**src/shared/frc_defines.vh**
```
/*
 * Constants for the fail-output and reset-output control block:
 * register offsets, field positions, reset values, mode codes and
 * timing counts derived from the 20 MHz system clock.
 * Assumes inclusion by bare name from every design file that needs it.
 */
`ifndef FRC_DEFINES_VH
`define FRC_DEFINES_VH

// ---------------------------------------------------------------
// clock and timing
// ---------------------------------------------------------------
`define FRC_CLK_HZ 20000000
// test strap filter, least time 64 us, rounded up
`define FRC_TEST_FILT_US 64
`define FRC_TEST_FILT_CYC \
  (((`FRC_CLK_HZ / 1000) * `FRC_TEST_FILT_US + 999) / 1000)
// blink output 1.25 Hz, printed in mHz, 50 % duty
`define FRC_BLINK_MHZ 1250
`define FRC_BLINK_HALF_CYC \
  ((`FRC_CLK_HZ / (2 * `FRC_BLINK_MHZ)) * 1000)
// pulsed output 100 Hz
`define FRC_PULSE_HZ 100
`define FRC_PULSE_PER_CYC (`FRC_CLK_HZ / `FRC_PULSE_HZ)
// pulse duty settings in per mille
`define FRC_DUTY_PM0 200
`define FRC_DUTY_PM1 100
`define FRC_DUTY_PM2 50
`define FRC_DUTY_PM3 25
// reset filter and reset delay, plain defaults
`define FRC_RST_FILT_US 10
`define FRC_RST_FILT_CYC ((`FRC_CLK_HZ / 1000000) * `FRC_RST_FILT_US)
`define FRC_RST_DLY_MS 10
`define FRC_RST_DLY_CYC ((`FRC_CLK_HZ / 1000) * `FRC_RST_DLY_MS)

// ---------------------------------------------------------------
// operating modes on the mode input
// ---------------------------------------------------------------
`define FRC_MODE_INIT 3'h0
`define FRC_MODE_NORMAL 3'h1
`define FRC_MODE_STOP 3'h2
`define FRC_MODE_SLEEP 3'h3
`define FRC_MODE_RESTART 3'h4
`define FRC_MODE_FAILSAFE 3'h5

// ---------------------------------------------------------------
// register map (byte offsets) and fields
// ---------------------------------------------------------------
`define FRC_OFS_CTRL 4'h0
`define FRC_OFS_PINCFG 4'h4
`define FRC_OFS_STAT 4'h8
// control register
`define FRC_CTRL_MODE_LSB 0
`define FRC_CTRL_SOFTRST_CMD 2'h3
`define FRC_CTRL_SRPULSE_BIT 2
`define FRC_CTRL_FOTEST_BIT 3
`define FRC_CTRL_UVSEL_LSB 4
`define FRC_CTRL_RST 4'h4
// pin configuration register
`define FRC_PCFG_DUTY_LSB 0
`define FRC_PCFG_BCFG_LSB 2
`define FRC_PCFG_PCFG_LSB 5
`define FRC_PCFG_BSW_BIT 8
`define FRC_PCFG_PSW_BIT 9
`define FRC_PCFG_RST 10'h000
// pin function codes
`define FRC_PIN_FAIL 3'h0
`define FRC_PIN_OFF 3'h1
`define FRC_PIN_WAKE 3'h2
`define FRC_PIN_LS 3'h3
`define FRC_PIN_HS 3'h4
// status register
`define FRC_STAT_FAIL_BIT 0

`endif

```
**src/hdl/frc_wave.v**
```verilog
/*
 * Blink and pulsed waveform generator for the fail outputs.
 * Assumes the system clock at the rate the counts were made for and
 * an activity level from the same clock domain.
 */
`timescale 1ns/1ps
`include "frc_defines.vh"

module frc_wave #(
  parameter [31:0] BLINK_HALF = `FRC_BLINK_HALF_CYC,
  parameter [31:0] PULSE_PER = `FRC_PULSE_PER_CYC
) (
  // clock and reset
  input wire clk_i,
  input wire rst_b_i,
  // control
  input wire active_i,
  input wire [1:0] duty_sel_i,
  // waveforms, high while the pin is pulled low
  output reg blink_o,
  output reg pulse_o
);

  reg [31:0] blink_cnt_r;
  reg [31:0] pulse_cnt_r;
  reg blink_ph_r;

  // -------------------------------------------------------------
  // duty decode
  // -------------------------------------------------------------
  function [31:0] on_cycles;
    input [1:0] sel;
    input [31:0] per;
    reg [31:0] pm;
    begin
      case (sel)
        2'h0: pm = `FRC_DUTY_PM0;
        2'h1: pm = `FRC_DUTY_PM1;
        2'h2: pm = `FRC_DUTY_PM2;
        default: pm = `FRC_DUTY_PM3;
      endcase
      on_cycles = (per * pm) / 32'd1000;
    end
  endfunction

  // counters from oscillator cycles, idle when inactive
  always @(posedge clk_i or negedge rst_b_i) begin
    if (!rst_b_i) begin
      blink_ph_r <= 1'b0;
      blink_cnt_r <= 32'h0;
      pulse_cnt_r <= 32'h0;
      blink_o <= 1'b0;
      pulse_o <= 1'b0;
    end else if (!active_i) begin
      blink_ph_r <= 1'b0;
      blink_cnt_r <= 32'h0;
      pulse_cnt_r <= 32'h0;
      blink_o <= 1'b0;
      pulse_o <= 1'b0;
    end else begin
      // blink: first half pulled, toggle every half period
      if (blink_cnt_r >= BLINK_HALF - 32'd1) begin
        blink_cnt_r <= 32'h0;
        blink_ph_r <= ~blink_ph_r;
        blink_o <= blink_ph_r;
      end else begin
        blink_cnt_r <= blink_cnt_r + 32'd1;
        blink_o <= ~blink_ph_r; // phase held, no stray restart
      end
      // pulsed: on for the selected share of each period
      if (pulse_cnt_r >= PULSE_PER - 32'd1) begin
        pulse_cnt_r <= 32'h0;
      end else begin
        pulse_cnt_r <= pulse_cnt_r + 32'd1;
      end
      pulse_o <= (pulse_cnt_r < on_cycles(duty_sel_i, PULSE_PER));
    end
  end

endmodule

```
**src/hdl/frc_top.v**
```verilog
/*
 * Fail-output and reset-output control with an AHB-Lite register port.
 * Drives the static, blink and pulsed fail pins (open drain, with
 * alternate switch and wake functions), filters the test strap and
 * runs the reset output sequencing including the soft reset.
 * Assumes the operating mode, failure and watchdog status come from
 * the surrounding mode logic; undervoltage, supply and pins come in raw.
 */
// Local design decisions: the address map and the AHB-Lite interface to the registers.
`timescale 1ns/1ps
`include "frc_defines.vh"

module frc_top #(
  parameter [31:0] BLINK_HALF = `FRC_BLINK_HALF_CYC,
  parameter [31:0] PULSE_PER = `FRC_PULSE_PER_CYC,
  parameter [31:0] RST_DLY = `FRC_RST_DLY_CYC,
  parameter [31:0] RST_FILT = `FRC_RST_FILT_CYC,
  parameter [31:0] TEST_FILT = `FRC_TEST_FILT_CYC
) (
  // clock and reset
  input wire CLK_I,
  input wire RST_B_I,
  // ahb-lite slave
  input wire HSEL_I,
  input wire [31:0] HADDR_I,
  input wire [1:0] HTRANS_I,
  input wire HWRITE_I,
  input wire [2:0] HSIZE_I,
  input wire [31:0] HWDATA_I,
  input wire HREADY_I,
  output reg [31:0] HRDATA_O,
  output wire HREADYOUT_O,
  output wire HRESP_O,
  // mode logic status, same clock
  input wire [2:0] MODE_I,
  input wire FAIL_EVENT_I,
  input wire WDG_FAIL_I,
  output reg SOFT_RESET_O,
  output wire [1:0] UV_THRESH_SEL_O,
  // analog status, asynchronous
  input wire UNDERVOLT_I,
  input wire SUPPLY_OK_I,
  // static fail pin
  output wire STATIC_FAIL_OUT_O,
  output reg STATIC_FAIL_OUT_OE_O,
  // blink fail pin
  input wire BLINK_FAIL_OUT_I,
  output reg BLINK_FAIL_OUT_O,
  output reg BLINK_FAIL_OUT_OE_O,
  // pulsed fail / test strap pin
  input wire PULSED_FAIL_OUT_STRAP_PIN_I,
  output reg PULSED_FAIL_OUT_STRAP_PIN_O,
  output reg PULSED_FAIL_OUT_STRAP_PIN_OE_O,
  // reset output pin
  output wire RESET_OUTPUT_PIN_O,
  output reg RESET_OUTPUT_PIN_OE_O,
  // pin status
  output wire [1:0] WAKE_EN_O,
  output wire [1:0] PIN_LEVEL_O,
  output wire TEST_LEVEL_O
);

  // reset sequencer states
  localparam [3:0] ST_HIGH = 4'b0001;
  localparam [3:0] ST_FILT = 4'b0010;
  localparam [3:0] ST_LOW = 4'b0100;
  localparam [3:0] ST_DLY = 4'b1000;

  reg [3:0] ctrl_r;
  reg [9:0] pcfg_r;
  reg fail_r;
  reg wr_pend_r;
  reg [3:0] wr_addr_r;
  reg [3:0] sync1_r;
  reg [3:0] sync2_r;
  reg test_lvl_r;
  reg [31:0] test_cnt_r;
  reg [3:0] rst_st_r;
  reg [3:0] rst_st_nxt;
  reg [31:0] rst_cnt_r;
  reg [31:0] rst_cnt_nxt;
  wire addr_ph;
  wire norm_mode;
  wire soft_ok;
  wire soft_go;
  wire fo_active;
  wire blink_w;
  wire pulse_w;
  wire uv_s;
  wire sup_ok_s;
  wire [2:0] bcfg;
  wire [2:0] pcfg;
  wire switch_off;

  // -------------------------------------------------------------
  // bus slave
  // -------------------------------------------------------------
  assign HREADYOUT_O = 1'b1; // zero wait states
  assign HRESP_O = 1'b0; // always okay
  assign addr_ph = HSEL_I & HTRANS_I[1] & HREADY_I;
  assign norm_mode = (MODE_I == `FRC_MODE_NORMAL);
  assign soft_ok = norm_mode | (MODE_I == `FRC_MODE_STOP);
  // mode field 11 written in an allowed mode
  assign soft_go = wr_pend_r & (wr_addr_r == `FRC_OFS_CTRL) & soft_ok &
    (HWDATA_I[`FRC_CTRL_MODE_LSB+1:`FRC_CTRL_MODE_LSB] ==
     `FRC_CTRL_SOFTRST_CMD);

  // register read value for an address
  function [31:0] rd_mux;
    input [3:0] a;
    input [3:0] c;
    input [9:0] p;
    input [4:0] s;
    begin
      case (a)
        `FRC_OFS_CTRL: rd_mux = {26'h0, c, 2'h0};
        `FRC_OFS_PINCFG: rd_mux = {22'h0, p};
        `FRC_OFS_STAT: rd_mux = {27'h0, s};
        default: rd_mux = 32'h0;
      endcase
    end
  endfunction

  // address phase capture and read data
  always @(posedge CLK_I or negedge RST_B_I) begin
    if (!RST_B_I) begin
      wr_pend_r <= 1'b0;
      wr_addr_r <= 4'h0;
      HRDATA_O <= 32'h0;
    end else begin
      wr_pend_r <= addr_ph & HWRITE_I;
      wr_addr_r <= (HADDR_I[31:4] == 28'h0) ? HADDR_I[3:0] : 4'hF;
      if (addr_ph && !HWRITE_I) begin
        HRDATA_O <= (HADDR_I[31:4] == 28'h0) ?
          rd_mux(HADDR_I[3:0], ctrl_r, pcfg_r,
                 {test_lvl_r, fo_active, RESET_OUTPUT_PIN_OE_O,
                  uv_s, fail_r}) : 32'h0;
      end
    end
  end

  // -------------------------------------------------------------
  // software registers
  // -------------------------------------------------------------
  // control and pin configuration, defaults reloaded on soft reset
  always @(posedge CLK_I or negedge RST_B_I) begin
    if (!RST_B_I) begin
      ctrl_r <= `FRC_CTRL_RST >> `FRC_CTRL_SRPULSE_BIT;
      pcfg_r <= `FRC_PCFG_RST;
      SOFT_RESET_O <= 1'b0;
    end else begin
      SOFT_RESET_O <= soft_go; // back to init
      if (soft_go) begin
        ctrl_r <= `FRC_CTRL_RST >> `FRC_CTRL_SRPULSE_BIT;
        pcfg_r <= `FRC_PCFG_RST;
      end else if (wr_pend_r && wr_addr_r == `FRC_OFS_CTRL) begin
        ctrl_r <= HWDATA_I[5:2]; // reset pulse, test activation and threshold select
      end else if (wr_pend_r && wr_addr_r == `FRC_OFS_PINCFG &&
                   norm_mode) begin
        pcfg_r <= HWDATA_I[9:0]; // kept outside normal mode
      end
    end
  end

  assign UV_THRESH_SEL_O = ctrl_r[3:2]; // lowest threshold by default

  // failure flag: set wins over the clear, cleared in normal mode
  always @(posedge CLK_I or negedge RST_B_I) begin
    if (!RST_B_I) begin
      fail_r <= 1'b0;
    end else if (FAIL_EVENT_I) begin
      fail_r <= 1'b1;
    end else if (wr_pend_r && wr_addr_r == `FRC_OFS_STAT && norm_mode &&
                 HWDATA_I[`FRC_STAT_FAIL_BIT]) begin
      fail_r <= 1'b0; // held through restart into normal
    end
  end

  // -------------------------------------------------------------
  // pin synchronisers and strap filter
  // -------------------------------------------------------------
  // two stages for every asynchronous input
  always @(posedge CLK_I or negedge RST_B_I) begin
    if (!RST_B_I) begin
      sync1_r <= 4'hB; // supply taken as good, pins idle high
      sync2_r <= 4'hB;
    end else begin
      sync1_r <= {SUPPLY_OK_I, UNDERVOLT_I, BLINK_FAIL_OUT_I,
                  PULSED_FAIL_OUT_STRAP_PIN_I};
      sync2_r <= sync1_r;
    end
  end

  assign uv_s = sync2_r[2];
  assign sup_ok_s = sync2_r[3];
  assign PIN_LEVEL_O = sync2_r[1:0];
  assign TEST_LEVEL_O = test_lvl_r;

  // strap level accepted after staying stable for the filter time
  always @(posedge CLK_I or negedge RST_B_I) begin
    if (!RST_B_I) begin
      test_lvl_r <= 1'b1; // host keeps the strap high
      test_cnt_r <= 32'h0;
    end else if (sync2_r[0] == test_lvl_r) begin
      test_cnt_r <= 32'h0;
    end else if (test_cnt_r >= TEST_FILT - 32'd1) begin
      test_lvl_r <= sync2_r[0];
      test_cnt_r <= 32'h0;
    end else begin
      test_cnt_r <= test_cnt_r + 32'd1;
    end
  end

  // -------------------------------------------------------------
  // fail outputs
  // -------------------------------------------------------------
  assign fo_active = fail_r | ctrl_r[1]; // test activation bit
  assign bcfg = pcfg_r[4:2];
  assign pcfg = pcfg_r[7:5];
  assign switch_off = (MODE_I == `FRC_MODE_RESTART) |
                      (MODE_I == `FRC_MODE_FAILSAFE);
  // wake capable except in fail-safe
  assign WAKE_EN_O[0] = (pcfg == `FRC_PIN_WAKE) &
                        (MODE_I != `FRC_MODE_FAILSAFE);
  assign WAKE_EN_O[1] = (bcfg == `FRC_PIN_WAKE) &
                        (MODE_I != `FRC_MODE_FAILSAFE);
  assign STATIC_FAIL_OUT_O = 1'b0; // open drain
  assign RESET_OUTPUT_PIN_O = 1'b0; // open drain

  frc_wave #(
    .BLINK_HALF(BLINK_HALF),
    .PULSE_PER(PULSE_PER)
  ) u_wave (
    .clk_i(CLK_I),
    .rst_b_i(RST_B_I),
    .active_i(fo_active),
    .duty_sel_i(pcfg_r[1:0]),
    .blink_o(blink_w),
    .pulse_o(pulse_w)
  );

  // pin drive per configured function and mode
  always @(posedge CLK_I or negedge RST_B_I) begin
    if (!RST_B_I) begin
      STATIC_FAIL_OUT_OE_O <= 1'b0;
      BLINK_FAIL_OUT_O <= 1'b0;
      BLINK_FAIL_OUT_OE_O <= 1'b0;
      PULSED_FAIL_OUT_STRAP_PIN_O <= 1'b0;
      PULSED_FAIL_OUT_STRAP_PIN_OE_O <= 1'b0;
    end else begin
      STATIC_FAIL_OUT_OE_O <= fo_active;
      BLINK_FAIL_OUT_O <= (bcfg == `FRC_PIN_HS) & ~switch_off;
      PULSED_FAIL_OUT_STRAP_PIN_O <= (pcfg == `FRC_PIN_HS) & ~switch_off;
      case (bcfg)
        `FRC_PIN_FAIL: BLINK_FAIL_OUT_OE_O <= blink_w;
        `FRC_PIN_LS, `FRC_PIN_HS:
          BLINK_FAIL_OUT_OE_O <= pcfg_r[8] & ~switch_off;
        default: BLINK_FAIL_OUT_OE_O <= 1'b0;
      endcase
      case (pcfg)
        `FRC_PIN_FAIL: PULSED_FAIL_OUT_STRAP_PIN_OE_O <= pulse_w;
        `FRC_PIN_LS, `FRC_PIN_HS:
          PULSED_FAIL_OUT_STRAP_PIN_OE_O <= pcfg_r[9] & ~switch_off;
        default: PULSED_FAIL_OUT_STRAP_PIN_OE_O <= 1'b0;
      endcase
    end
  end

  // -------------------------------------------------------------
  // reset output sequencer
  // -------------------------------------------------------------
  // next state of the reset line
  always @* begin
    rst_st_nxt = rst_st_r;
    rst_cnt_nxt = rst_cnt_r + 32'd1;
    case (rst_st_r)
      ST_HIGH: begin
        rst_cnt_nxt = 32'h0;
        if (WDG_FAIL_I || (soft_go && ctrl_r[0])) begin
          rst_st_nxt = ST_LOW;
        end else if (uv_s) begin
          rst_st_nxt = ST_FILT;
        end
      end
      ST_FILT: begin
        if (WDG_FAIL_I || (soft_go && ctrl_r[0])) begin
          rst_st_nxt = ST_LOW;
          rst_cnt_nxt = 32'h0;
        end else if (!uv_s) begin
          rst_st_nxt = ST_HIGH;
          rst_cnt_nxt = 32'h0;
        end else if (rst_cnt_r >= RST_FILT - 32'd1) begin
          rst_st_nxt = ST_LOW;
          rst_cnt_nxt = 32'h0;
        end
      end
      ST_LOW: begin
        rst_cnt_nxt = 32'h0;
        if (!uv_s) begin
          rst_st_nxt = ST_DLY; // event gone, start delay
        end
      end
      ST_DLY: begin
        if (uv_s || WDG_FAIL_I) begin
          rst_st_nxt = ST_LOW;
          rst_cnt_nxt = 32'h0;
        end else if (rst_cnt_r >= RST_DLY - 32'd1) begin
          rst_st_nxt = ST_HIGH;
          rst_cnt_nxt = 32'h0;
        end
      end
      default: begin
        rst_st_nxt = ST_LOW;
        rst_cnt_nxt = 32'h0;
      end
    endcase
  end

  // reset line state, low from power-up
  always @(posedge CLK_I or negedge RST_B_I) begin
    if (!RST_B_I) begin
      rst_st_r <= ST_LOW;
      rst_cnt_r <= 32'h0;
      RESET_OUTPUT_PIN_OE_O <= 1'b0;
    end else begin
      rst_st_r <= rst_st_nxt;
      rst_cnt_r <= rst_cnt_nxt;
      // drive low only while the synchronised supply status is good
      RESET_OUTPUT_PIN_OE_O <= sup_ok_s &
        ((rst_st_nxt == ST_LOW) | (rst_st_nxt == ST_DLY));
    end
  end

endmodule

```
**config.mk**
```make
export PLATFORM = sky130hd
export DESIGN_NAME = frc_top
export DESIGN_NICKNAME = d
export VERILOG_FILES = /design/src/hdl/frc_wave.v /design/src/hdl/frc_top.v
export VERILOG_INCLUDE_DIRS = /design/src /design/src/shared
export SDC_FILE = /design/constraint.sdc
export NUM_CORES = 1
export LEC_CHECK = 0
export ABC_AREA = 1
export BUFFER_PORTS_ARGS = -buffer_cell sky130_fd_sc_hd__buf_2
export CAP_MARGIN = 40
export CORE_MARGIN = 2
export CORE_UTILIZATION = 63
export CTS_BUF_LIST = sky130_fd_sc_hd__clkbuf_8
export DETAILED_ROUTE_END_ITERATION = 8
export GPL_ROUTABILITY_DRIVEN = 0
export PLACE_DENSITY_LB_ADDON = 0.1
export SYNTH_ARGS = -nofsm -noshare
export SYNTH_HDL_FRONTEND = slang
export SYNTH_SLANG_ARGS = --single-unit
```
**constraint.sdc**
```tcl
create_clock -name CLK_I -period 8.7 [get_ports CLK_I]
set_input_delay 1.74 -clock CLK_I [delete_from_list [all_inputs] [get_ports CLK_I]]
set_output_delay 1.74 -clock CLK_I [all_outputs]
set_load 0.005 [all_outputs]
```
==> results.md, run 1 <==
- Core Region: 0.0131 mm2
- Die area: 0.0142 mm2
- Num rows: 42
- Slew margin rel.: 45.9%
- Vias in the first global route: 6141
- Top delay family on crit path: simple AND/OR/NAND/NOR gates
- Layout fillers: 1061
- Post_cts resized: 0
- RSZ-0062 raised after global routing: false
- Clock Sinks: 181
- Fmax achieved: 0.228 GHz
- Initial DRT Pass Iterations: 5
- Layout cells sized above 1: 13.7%
- Diode count: 0
- Sequential fraction of the synthesis area: 54.2%
- Ys Warns: 0
- Crit path buf inv count: 3
- Max Cap Viol: 0
- Startpoint class of the critical path: input pin
- Post-synth EDFFs: 0
- Post-Syn Area: 0.00838 mm2
- Commonest non-fill, non-tap cells in the layout: dfrtp_1, nand2_1, inv_1
- Total gr overflow: 0
- Clock latency on the worst-skew pair: 460 ps
- CTS tree: yes
- Worst Tran Pin Value: 812 ps
- Fin. max-slew vios: 0
- PortBufs: 80
- Final-report hold violation count: 0
- Worst Setup SP: MODE_I[0]
- Hold Path Class: flip-flop to flip-flop
- HP Start: sync1_r[1]$_DFF_PN1_
- CP max stage cell: nor3_1
- Crit Path Class: input pin to output pin
- Overall Power: 1.51 mW
- Deepest clock path buffer count: 2
- Most common cell after layout, fill and taps aside: dfrtp_1
- Pre-CTS WS: 4320 ps
- Reg clk slew, reported paths: 80 ps
- Post-DR vias/cell: 5.09
- Pin count of the biggest net entering global routing: 69
- All-Layer GR Usage: 24.6%
- Hold Path Stages: 0
- Starting Density: 63.8%
- VDD IR max: 0.241 mV
- CTS Hold Bufs: 0
- Drt wl/cell: 13.0 um
- WP data required: 6960 ps
- Cells after synthesis: 909
- FF-to-FF setup slack: 5000 ps
- Worst-path fanout max: 3
- Initial drt markers: 426
- Yosys reg bits: 181
- Final setup vio count: 0
- Post-DP HPWL: 11.9 mm
- P_leak: 4.58 nW
- WHS: 358 ps
- Reg-to-reg startpoint: pcfg_r[0]$_DFFE_PN0P_
- Yosys cell types: 51
- Final wirelength: 16.2 mm
- Sum Neg Setup Slack: 0 ps
- Vias: 6348
- Worst Hold End: sync2_r[1]$_DFF_PN1_
- Reg2reg end: u_wave.pulse_o$_DFF_PN0_
- Number of buffers created by CTS: 17
- IO Pins: 133
- Root buf cell: clkbuf_8
- Final Util: 71.8%
- Post-CTS Setup Bufs: 0
- DRC errors left: 0
- Status: completed
- FFs w/ async S/R, synth: 100%
- Initial antenna violation count: 0
- Syn avg cell area: 9.22 um2
- PwrDens: 160 mW/mm2
- Final Worst Setup Slack: 4320 ps
- CTS H-tree depth: 4
- Synth Flop Type: dfrtp_1
- Final antenna-violating net count: 0
- CP Cell Sequence: buf_2 -> inv_1 -> nor3_1 -> nor4_1 -> buf_2
- Setup Skew: 8.28 ps
- R2R depth: 24
- Fin nets: 1175
- Critical path arrival: 2640 ps
- CP endpoint kind: output pin
- Die H: 119 um
- Tcrit/Tclk final: 50.3%
- Most Frequent Cell on Critical Path: buf_2
- Largest stage delay on the critical path: 430 ps
- First-pass GRT wire length: 27.7 mm
- Area growth, synth to finish: 12.6%
- Die Wd: 119 um
- Tmin final: 4380 ps
==> worst max path at each step <==
stage                   end  slack, ps  cells after the start
2_1_floorplan  WAKE_EN_O[0]       4870                      3
6_report       WAKE_EN_O[1]       4320                      5
3_3_place_gp   WAKE_EN_O[1]       4330                      5
4_1_cts        WAKE_EN_O[1]       4310                      5
5_1_grt        WAKE_EN_O[1]       4250                      5
3_5_place_dp   WAKE_EN_O[1]       4320                      5
==> layer usage <==
layer / GRT usage [%] / part of all wire [%] / vias up
met2: 40.2 / 49 / 133
met3: 4.74 / 4.4 / 20
met4: 9.41 / 2.3 / 0
met1: 32.8 / 44 / 3024
met5: 0 / 0 / -
li1: - / - / 3171
==> cells in the mapped netlist, types with 3 or more instances <==
| cell | number | share of area (%) |
|---|---|---|
| nor2_1 | 107 | 4.8 |
| ha_1 | 35 | 5.2 |
| nor3_1 | 39 | 2.3 |
| o22ai_1 | 3 | 0.22 |
| o31ai_1 | 4 | 0.36 |
| o21ai_0 | 42 | 2.5 |
| nand2_1 | 151 | 6.8 |
| nor2_2 | 6 | 0.45 |
| nor4_1 | 27 | 2.0 |
| a31oi_1 | 9 | 0.67 |
| and3_1 | 5 | 0.37 |
| dfstp_2 | 9 | 2.8 |
| inv_1 | 113 | 5.1 |
| nand3_1 | 24 | 1.4 |
| clkbuf_1 | 4 | 0.18 |
| a21oi_1 | 27 | 1.6 |
| nand4_1 | 15 | 1.1 |
| clkinv_1 | 3 | 0.13 |
| inv_2 | 8 | 0.36 |
| a211oi_1 | 7 | 0.63 |
| dfrtp_1 | 172 | 51 |
| xor2_1 | 14 | 1.5 |
| buf_4 | 32 | 2.9 |
| nor3b_1 | 16 | 1.4 |
==> sequential cells by signal, summed over array words and instances, names as in the netlist, 4 cells and up <==
signal	count
rst_cnt_r	32
sync1_r	4
u_wave.pulse_cnt_r	32
pcfg_r	10
u_wave.blink_cnt_r	32
test_cnt_r	32
HRDATA_O	10
wr_addr_r	4
sync2_r	4
ctrl_r	4
rst_st_r	4
==> area by class of cell <==
class | count | area [um2] | area share, %
Clock buffer | 18 | 248 | 2.63
Clock inverter | 14 | 114 | 1.21
Inverter | 124 | 465 | 4.93
Multi-Input combinational cell | 651 | 3420 | 36.3
Sequential cell | 181 | 4540 | 48.1
Tap cell | 176 | 220 | 2.33
Timing Repair Buffer | 82 | 422 | 4.47
==> cells by family after synthesis <==
family,after synthesis,share of synthesized area (%)
simple gates,405,22.5
flops,181,54.2
buf+inv,163,8.78
compound gates,108,7.63
fa+ha+maj,35,5.23
xor+xnor,15,1.57
other cells,2,0.0896
==> stage by stage <==
step                      area [um2]  std cells
after floorplan                 8700        995
final                           9430       1246
after global placement          9070       1214
after CTS                       9430       1246
after detailed placement        9070       1214
after global routing            9430       1246
==> power by group <==
group | switching [mW] | internal (mW)
sequential | 0.0119 | 0.868
combinational | 0.0703 | 0.0366
clock | 0.292 | 0.231
total | 0.374 | 1.14
(Power assumes the default switching activity.)
==> inputs of run 2 (changes only) <==
--- a/config.mk
+++ b/config.mk
@@ -10,7 +10,7 @@
 export BUFFER_PORTS_ARGS = -buffer_cell sky130_fd_sc_hd__buf_2
 export CAP_MARGIN = 40
 export CORE_MARGIN = 2
-export CORE_UTILIZATION = 63
+export CORE_UTILIZATION = 53
 export CTS_BUF_LIST = sky130_fd_sc_hd__clkbuf_8
 export DETAILED_ROUTE_END_ITERATION = 8
 export GPL_ROUTABILITY_DRIVEN = 0
==> constraint.sdc (replaced) <==
create_clock -name CLK_I -period 3.8 [get_ports CLK_I]
set_input_delay 0.76 -clock CLK_I [delete_from_list [all_inputs] [get_ports CLK_I]]
set_output_delay 0.76 -clock CLK_I [all_outputs]
set_load 0.005 [all_outputs]
==> run 2 against run 1 <==
  * Core utilization fell by 9.6 points
  * Via count fell by 2.8%
  * Global-route usage fell by 4.1 points
  * Worst setup slack got worse by 3800 ps
  * Die area rose by 18%
  * Non-clock buffer count rose by 2
  * Cell count rose by 3.1%
  * Clock-buffer cell count fell by 1
  * Sequential share of layout area fell by 0.44 points
  * Final area rose by 0.92%
  * Largest cell class unchanged
  * Largest power group unchanged
==> results.md, run 2 (same netlist as run 1, synthesis figures left out) <==
- RSZ-0062 raised after global routing: false
- Core Region: 0.0153 mm2
- Hold Path Class: input pin to asynchronous set/reset pin
- IO Pins: 133
- P_leak: 4.60 nW
- Slew margin rel.: 52.2%
- Initial antenna violation count: 4
- Fin nets: 1177
- Deepest clock path buffer count: 2
- Status: completed
- Dpl cells: 1251
- WHS: 305 ps
- Die Wd: 130 um
- Max Cap Viol: 0
- All-Layer GR Usage: 20.4%
- First-pass GRT wire length: 26.9 mm
- Layout cells sized above 1: 14.2%
- Reg clk slew, reported paths: 100 ps
- DRC errors left: 0
- Tmin final: 3330 ps
- Worst-path fanout max: 7
- Die area: 0.0168 mm2
- Vias in the first global route: 5761
- FF/Latch Area: 0.00454 mm2
- Layout fillers: 1345
- Starting Density: 54.7%
- Placement Cell Area: 0.00914 mm2
- Die H: 130 um
- Most common cell after layout, fill and taps aside: dfrtp_1
- Final Cell Area: 0.00952 mm2
- Fmax achieved: 0.301 GHz
- PwrDens: 366 mW/mm2
- VDD IR max: 0.321 mV
- Multi-input gate area: 0.00342 mm2
- Critical path arrival: 3720 ps
- PortBufs: 80
- CP endpoint kind: flip-flop
- Worst Tran Pin Value: 717 ps
- CTS tree: yes
- Pin count of the biggest net entering global routing: 80
- Area growth, synth to finish: 13.6%
- Post-DR vias/cell: 4.80
- Drt wl/cell: 12.4 um
- Commonest non-fill, non-tap cells in the layout: dfrtp_1, nand2_1, inv_1
- Clock latency on the worst-skew pair: 470 ps
- Post_cts resized: 0
- Number of buffers created by CTS: 17
- Sum Neg Setup Slack: 0 ps
- CTS Hold Bufs: 0
- WP data required: 4190 ps
- Initial DRT Pass Iterations: 5
- Overall Power: 3.48 mW
- CTS H-tree depth: 4
- Post-Layout Cell Count: 1285
- Final wirelength: 15.9 mm
- Post-CTS Setup Bufs: 0
- Setup Skew: 13.6 ps
- Total gr overflow: 0
- Pre-CTS WS: 529 ps
- Final Worst Setup Slack: 473 ps
- Root buf cell: clkbuf_8
- Startpoint class of the critical path: flip-flop
- Clock Sinks: 181
- Initial drt markers: 351
- Final Util: 62.2%
- Post-DP HPWL: 11.9 mm
- Num rows: 45
- Tcrit/Tclk final: 87.6%
- Final antenna-violating net count: 0
- Crit Path Class: flip-flop to flip-flop
- Fin. max-slew vios: 0
- Final setup vio count: 0
- Final-report hold violation count: 0
- Vias: 6172
[run 2: changes by cell type in the layout (fill, tap and decap cells not counted), moves of 2 or more]
cell        change
clkinv_4        +2
clkinvlp_4      -2
diode_2         +2
inv_1           -3
inv_6           +2
inv_8           +3
[run 2: final timing paths]
| path | from | endpoint | slack (ps) | cells past startpoint |
|---|---|---|---|---|
| setup / recovery | pcfg_r[0]$_DFFE_PN0P_ | u_wave.pulse_o$_DFF_PN0_ | 470 | 23 |
| hold / removal | RST_B_I | test_cnt_r[2]$_DFF_PN0_ | 310 | 1 |
| setup reg to reg | pcfg_r[0]$_DFFE_PN0P_ | u_wave.pulse_o$_DFF_PN0_ | 470 | 23 |
| hold reg to reg | sync1_r[3]$_DFF_PN1_ | sync2_r[3]$_DFF_PN1_ | 360 | 0 |
| max in group asynchronous | RST_B_I | sync1_r[1]$_DFF_PN1_ | 2610 | 2 |
| min in group CLK_I | sync1_r[3]$_DFF_PN1_ | sync2_r[3]$_DFF_PN1_ | 360 | 0 |
[run 2: power by group]
| part | switching (mW) | internal (mW) |
|---|---|---|
| combinational | 0.157 | 0.0849 |
| sequential | 0.0276 | 1.99 |
| clock | 0.746 | 0.479 |
| total | 0.930 | 2.55 |
[run 2: metal layers]
| layer | part of all wire (%) | GRT usage (%) |
|---|---|---|
| met5 | 0.13 | 0 |
| met4 | 1.1 | 5.95 |
| met3 | 4.4 | 6.19 |
| met2 | 48 | 32.1 |
| met1 | 46 | 27.7 |
[run 2: area by class of cell]
cell class / count / share of cell area, %
antenna: 2 / 0.0526
clock buffer: 17 / 2.46
sequential: 181 / 47.7
tap: 211 / 2.77
multi-input combinational: 651 / 36.0
inverter: 124 / 4.89
timing repair buffer: 84 / 4.72
clock inverter: 15 / 1.45
[run 2: critical path, cell delays in order, from the launching register on]
cell     delay [ps]
dfrtp_1         450
inv_1           200
ha_1            340
ha_1            280
nand2_1          80
nand2_1          70
nor3_1          130
o21ai_0         100
nor2_1          130
nand3_2         120
nand2_1          80
nand2_1          50
a21oi_1         180
nand3_1         110
nor2_1          140
and2_1          150
ha_1            220
nand2_1          60
nand2_1          40
nand2_1          50
nand2_1          50
nand2_1          50
nand2_1          40
a21oi_1         130
==> inputs of run 3 (changes only) <==
--- a/config.mk
+++ b/config.mk
@@ -12,9 +12,11 @@
 export CORE_MARGIN = 2
 export CORE_UTILIZATION = 53
 export CTS_BUF_LIST = sky130_fd_sc_hd__clkbuf_8
+export CTS_CLUSTER_SIZE = 28
 export DETAILED_ROUTE_END_ITERATION = 8
 export GPL_ROUTABILITY_DRIVEN = 0
 export PLACE_DENSITY_LB_ADDON = 0.1
 export SYNTH_ARGS = -nofsm -noshare
 export SYNTH_HDL_FRONTEND = slang
+export SYNTH_HIERARCHICAL = 1
 export SYNTH_SLANG_ARGS = --single-unit
==> run 3 against run 2 <==
  * Non-clock buffer count is the same
  * Final area grew 4.4%
  * Combinational power grew 7%
  * Sequential cell count is the same
  * Power grew 1.4%
  * Area after synthesis grew 5.2%
  * Sequential share of layout area shrank 2.0 points
  * Critical path type unchanged
  * Critical path depth grew 2
==> results.md, run 3 <==
- Clock latency on the worst-skew pair: 460 ps
- PwrDens: 355 mW/mm2
- Sw Ratio: 27.2%
- Yosys cell types: 55
- Initial antenna violation count: 0
- Commonest cells in the netlist: nand2_1, dfrtp_1, nor2_1, inv_1, nand3_1
- Flop pwr share: 56.9%
- WHS: 317 ps
- Placement Cell Area: 0.00956 mm2
- Post-DR vias/cell: 4.73
- Post_cts resized: 0
- Syn avg cell area: 9.21 um2
- P_leak: 4.88 nW
- Most common cell after layout, fill and taps aside: nand2_1
- Clock power share: 35.7%
- Tmin final: 3290 ps
- IO Pins: 133
- Root buf cell: clkbuf_8
- Commonest non-fill, non-tap cells in the layout: nand2_1, dfrtp_1, nor2_1
- Met3 Wirelength: 596 um
- Dpl cells: 1307
- CP endpoint kind: flip-flop
- Status: completed
- Final-report hold violation count: 0
- Deepest clock path buffer count: 2
- Post-Syn Area: 0.00881 mm2
- Final Util: 60.6%
- Final antenna-violating net count: 0
- WP data required: 4170 ps
- Startpoint class of the critical path: flip-flop
- Largest stage delay on the critical path: 460 ps
- Synth Flop Type: dfrtp_1
- Worst Tran Pin Value: 841 ps
- Core Region: 0.0164 mm2
- Sum Neg Setup Slack: 0 ps
- Initial DRT Pass Iterations: 8
- Overall Power: 3.53 mW
- Starting Density: 53.7%
- Worst-path fanout max: 9
- Fin nets: 1224
- CTS Hold Bufs: 0
- NetSw: 0.960 mW
- Number of buffers created by CTS: 17
- CP max stage cell: dfrtp_1
- Tcrit/Tclk final: 86.7%
- Reg clk slew, reported paths: 100 ps
- Met1 WL: 7.43 mm
- First-pass GRT wire length: 27.4 mm
- Layout cells sized above 1: 19.2%
- Yosys top cell area share: 48.8%
- Diode count: 0
- Post-synth EDFFs: 0
- Final wirelength: 15.5 mm
- PortBufs: 80
- Num rows: 47
- Most area-hungry cell type in the Yosys netlist: dfrtp_1
- Combinational share of power: 7.3%
- Cells after synthesis: 957
- Die H: 133 um
- Clock Sinks: 181
- Sequential fraction of the synthesis area: 51.5%
- Internal power: 2.57 mW
- All-Layer GR Usage: 19.0%
- Critical path arrival: 3660 ps
- Slew margin rel.: 43.7%
- Max Cap Viol: 0
- Drt wl/cell: 11.6 um
- Area growth, synth to finish: 12.8%
- Pre-CTS WS: 492 ps
- Final setup vio count: 0
- Post-DP HPWL: 11.6 mm
- Fin. max-slew vios: 0
- Largest cells by area after synthesis: dfrtp_1, nand2_1, ha_1
- Vias in the first global route: 6100
- Yosys reg bits: 181
- FFs w/ async S/R, synth: 100%
- DRC errors left: 0
- Crit Path Class: flip-flop to flip-flop
- RSZ-0062 raised after global routing: false
- Total gr overflow: 0
- VDD IR max: 0.254 mV
- Met2 routed WL: 7.40 mm
- Fmax achieved: 0.303 GHz
- Initial drt markers: 353
- Setup Skew: 14.8 ps
- Final Cell Area: 0.00994 mm2
- CTS H-tree depth: 4
- Post-Layout Cell Count: 1339
- Highest metal used: met4
- Post-CTS Setup Bufs: 0
- Most common cell in the netlist: nand2_1
- CTS tree: yes
- Most Frequent Cell on Critical Path: nand2_1
- Ys Warns: 6
- Hold Path Class: input pin to asynchronous set/reset pin
- Vias: 6339
- Pin count of the biggest net entering global routing: 80
- Die area: 0.0177 mm2
- Final Worst Setup Slack: 505 ps
- Die Wd: 133 um
[run 3: cell types whose count changed after synthesis, moves of 7 or more]
cell and change:
nand2_1 +25, inv_2 +7, nor2_2 +22, o21ai_0 -17, inv_1 -15, nand3_2 +9
nand3_1 +23, nor4_1 -12, nor3_1 -14
[run 3: critical path: cells and delay by family, from the launching register on]
kind | cells | cell delay [ps]
fa+ha+maj | 3 | 880
compound gates | 2 | 300
flops | 1 | 460
simple gates | 17 | 1210
buf+inv | 3 | 340
[run 3: layer usage]
layer	vias to the layer above	global-route usage [%]
met5	-	0
met4	0	5.14
met3	8	4.10
met2	112	30.8
met1	2941	26.1
li1	3278	-
[run 3: final timing paths]
check	start	end	slack, ps	cells past startpoint
hold / removal	RST_B_I	test_cnt_r[31]$_DFF_PN0_	320	1
max in group asynchronous	RST_B_I	sync2_r[3]$_DFF_PN1_	2560	2
setup reg to reg	pcfg_r[0]$_DFFE_PN0P_	u_wave/pulse_o$_DFF_PN0_	510	25
setup / recovery	pcfg_r[0]$_DFFE_PN0P_	u_wave/pulse_o$_DFF_PN0_	510	25
min in group CLK_I	sync1_r[1]$_DFF_PN1_	sync2_r[1]$_DFF_PN1_	360	0
hold reg to reg	sync1_r[1]$_DFF_PN1_	sync2_r[1]$_DFF_PN1_	360	0
[run 3: cells by family (layout without fill, tap and decap cells)]
group / after synthesis / count (layout) / share of synthesized area (%)
other: 4 / 88 / 0.170
xor gates and xnor gates: 26 / 26 / 2.58
AOI/OAI and AO/OA: 85 / 85 / 5.65
buffers and inverters: 156 / 234 / 8.52
DFF: 181 / 181 / 51.5
and+or+nand+nor: 470 / 470 / 26.6
adders and majority gates: 35 / 35 / 4.97
[run 3: area by class of cell]
type                    instances  area (um2)
clock buffers                  17         234
inverters                     118         464
fillers                      1439        6470
flip-flops and latches        181        4540
well taps                     220         275
repair buffers                 84         437
clock inverters                15         151
multi-input cells             704        3840
[run 3: power groups by stage]
stage,clock (mW),combinational (mW),sequential (mW)
2_1_floorplan,0,0.172,2.04
3_3_place_gp,0,0.254,2.05
3_5_place_dp,0,0.259,2.05
4_1_cts,1.30,0.260,2.01
5_1_grt,1.38,0.303,2.02
6_report,1.26,0.259,2.01
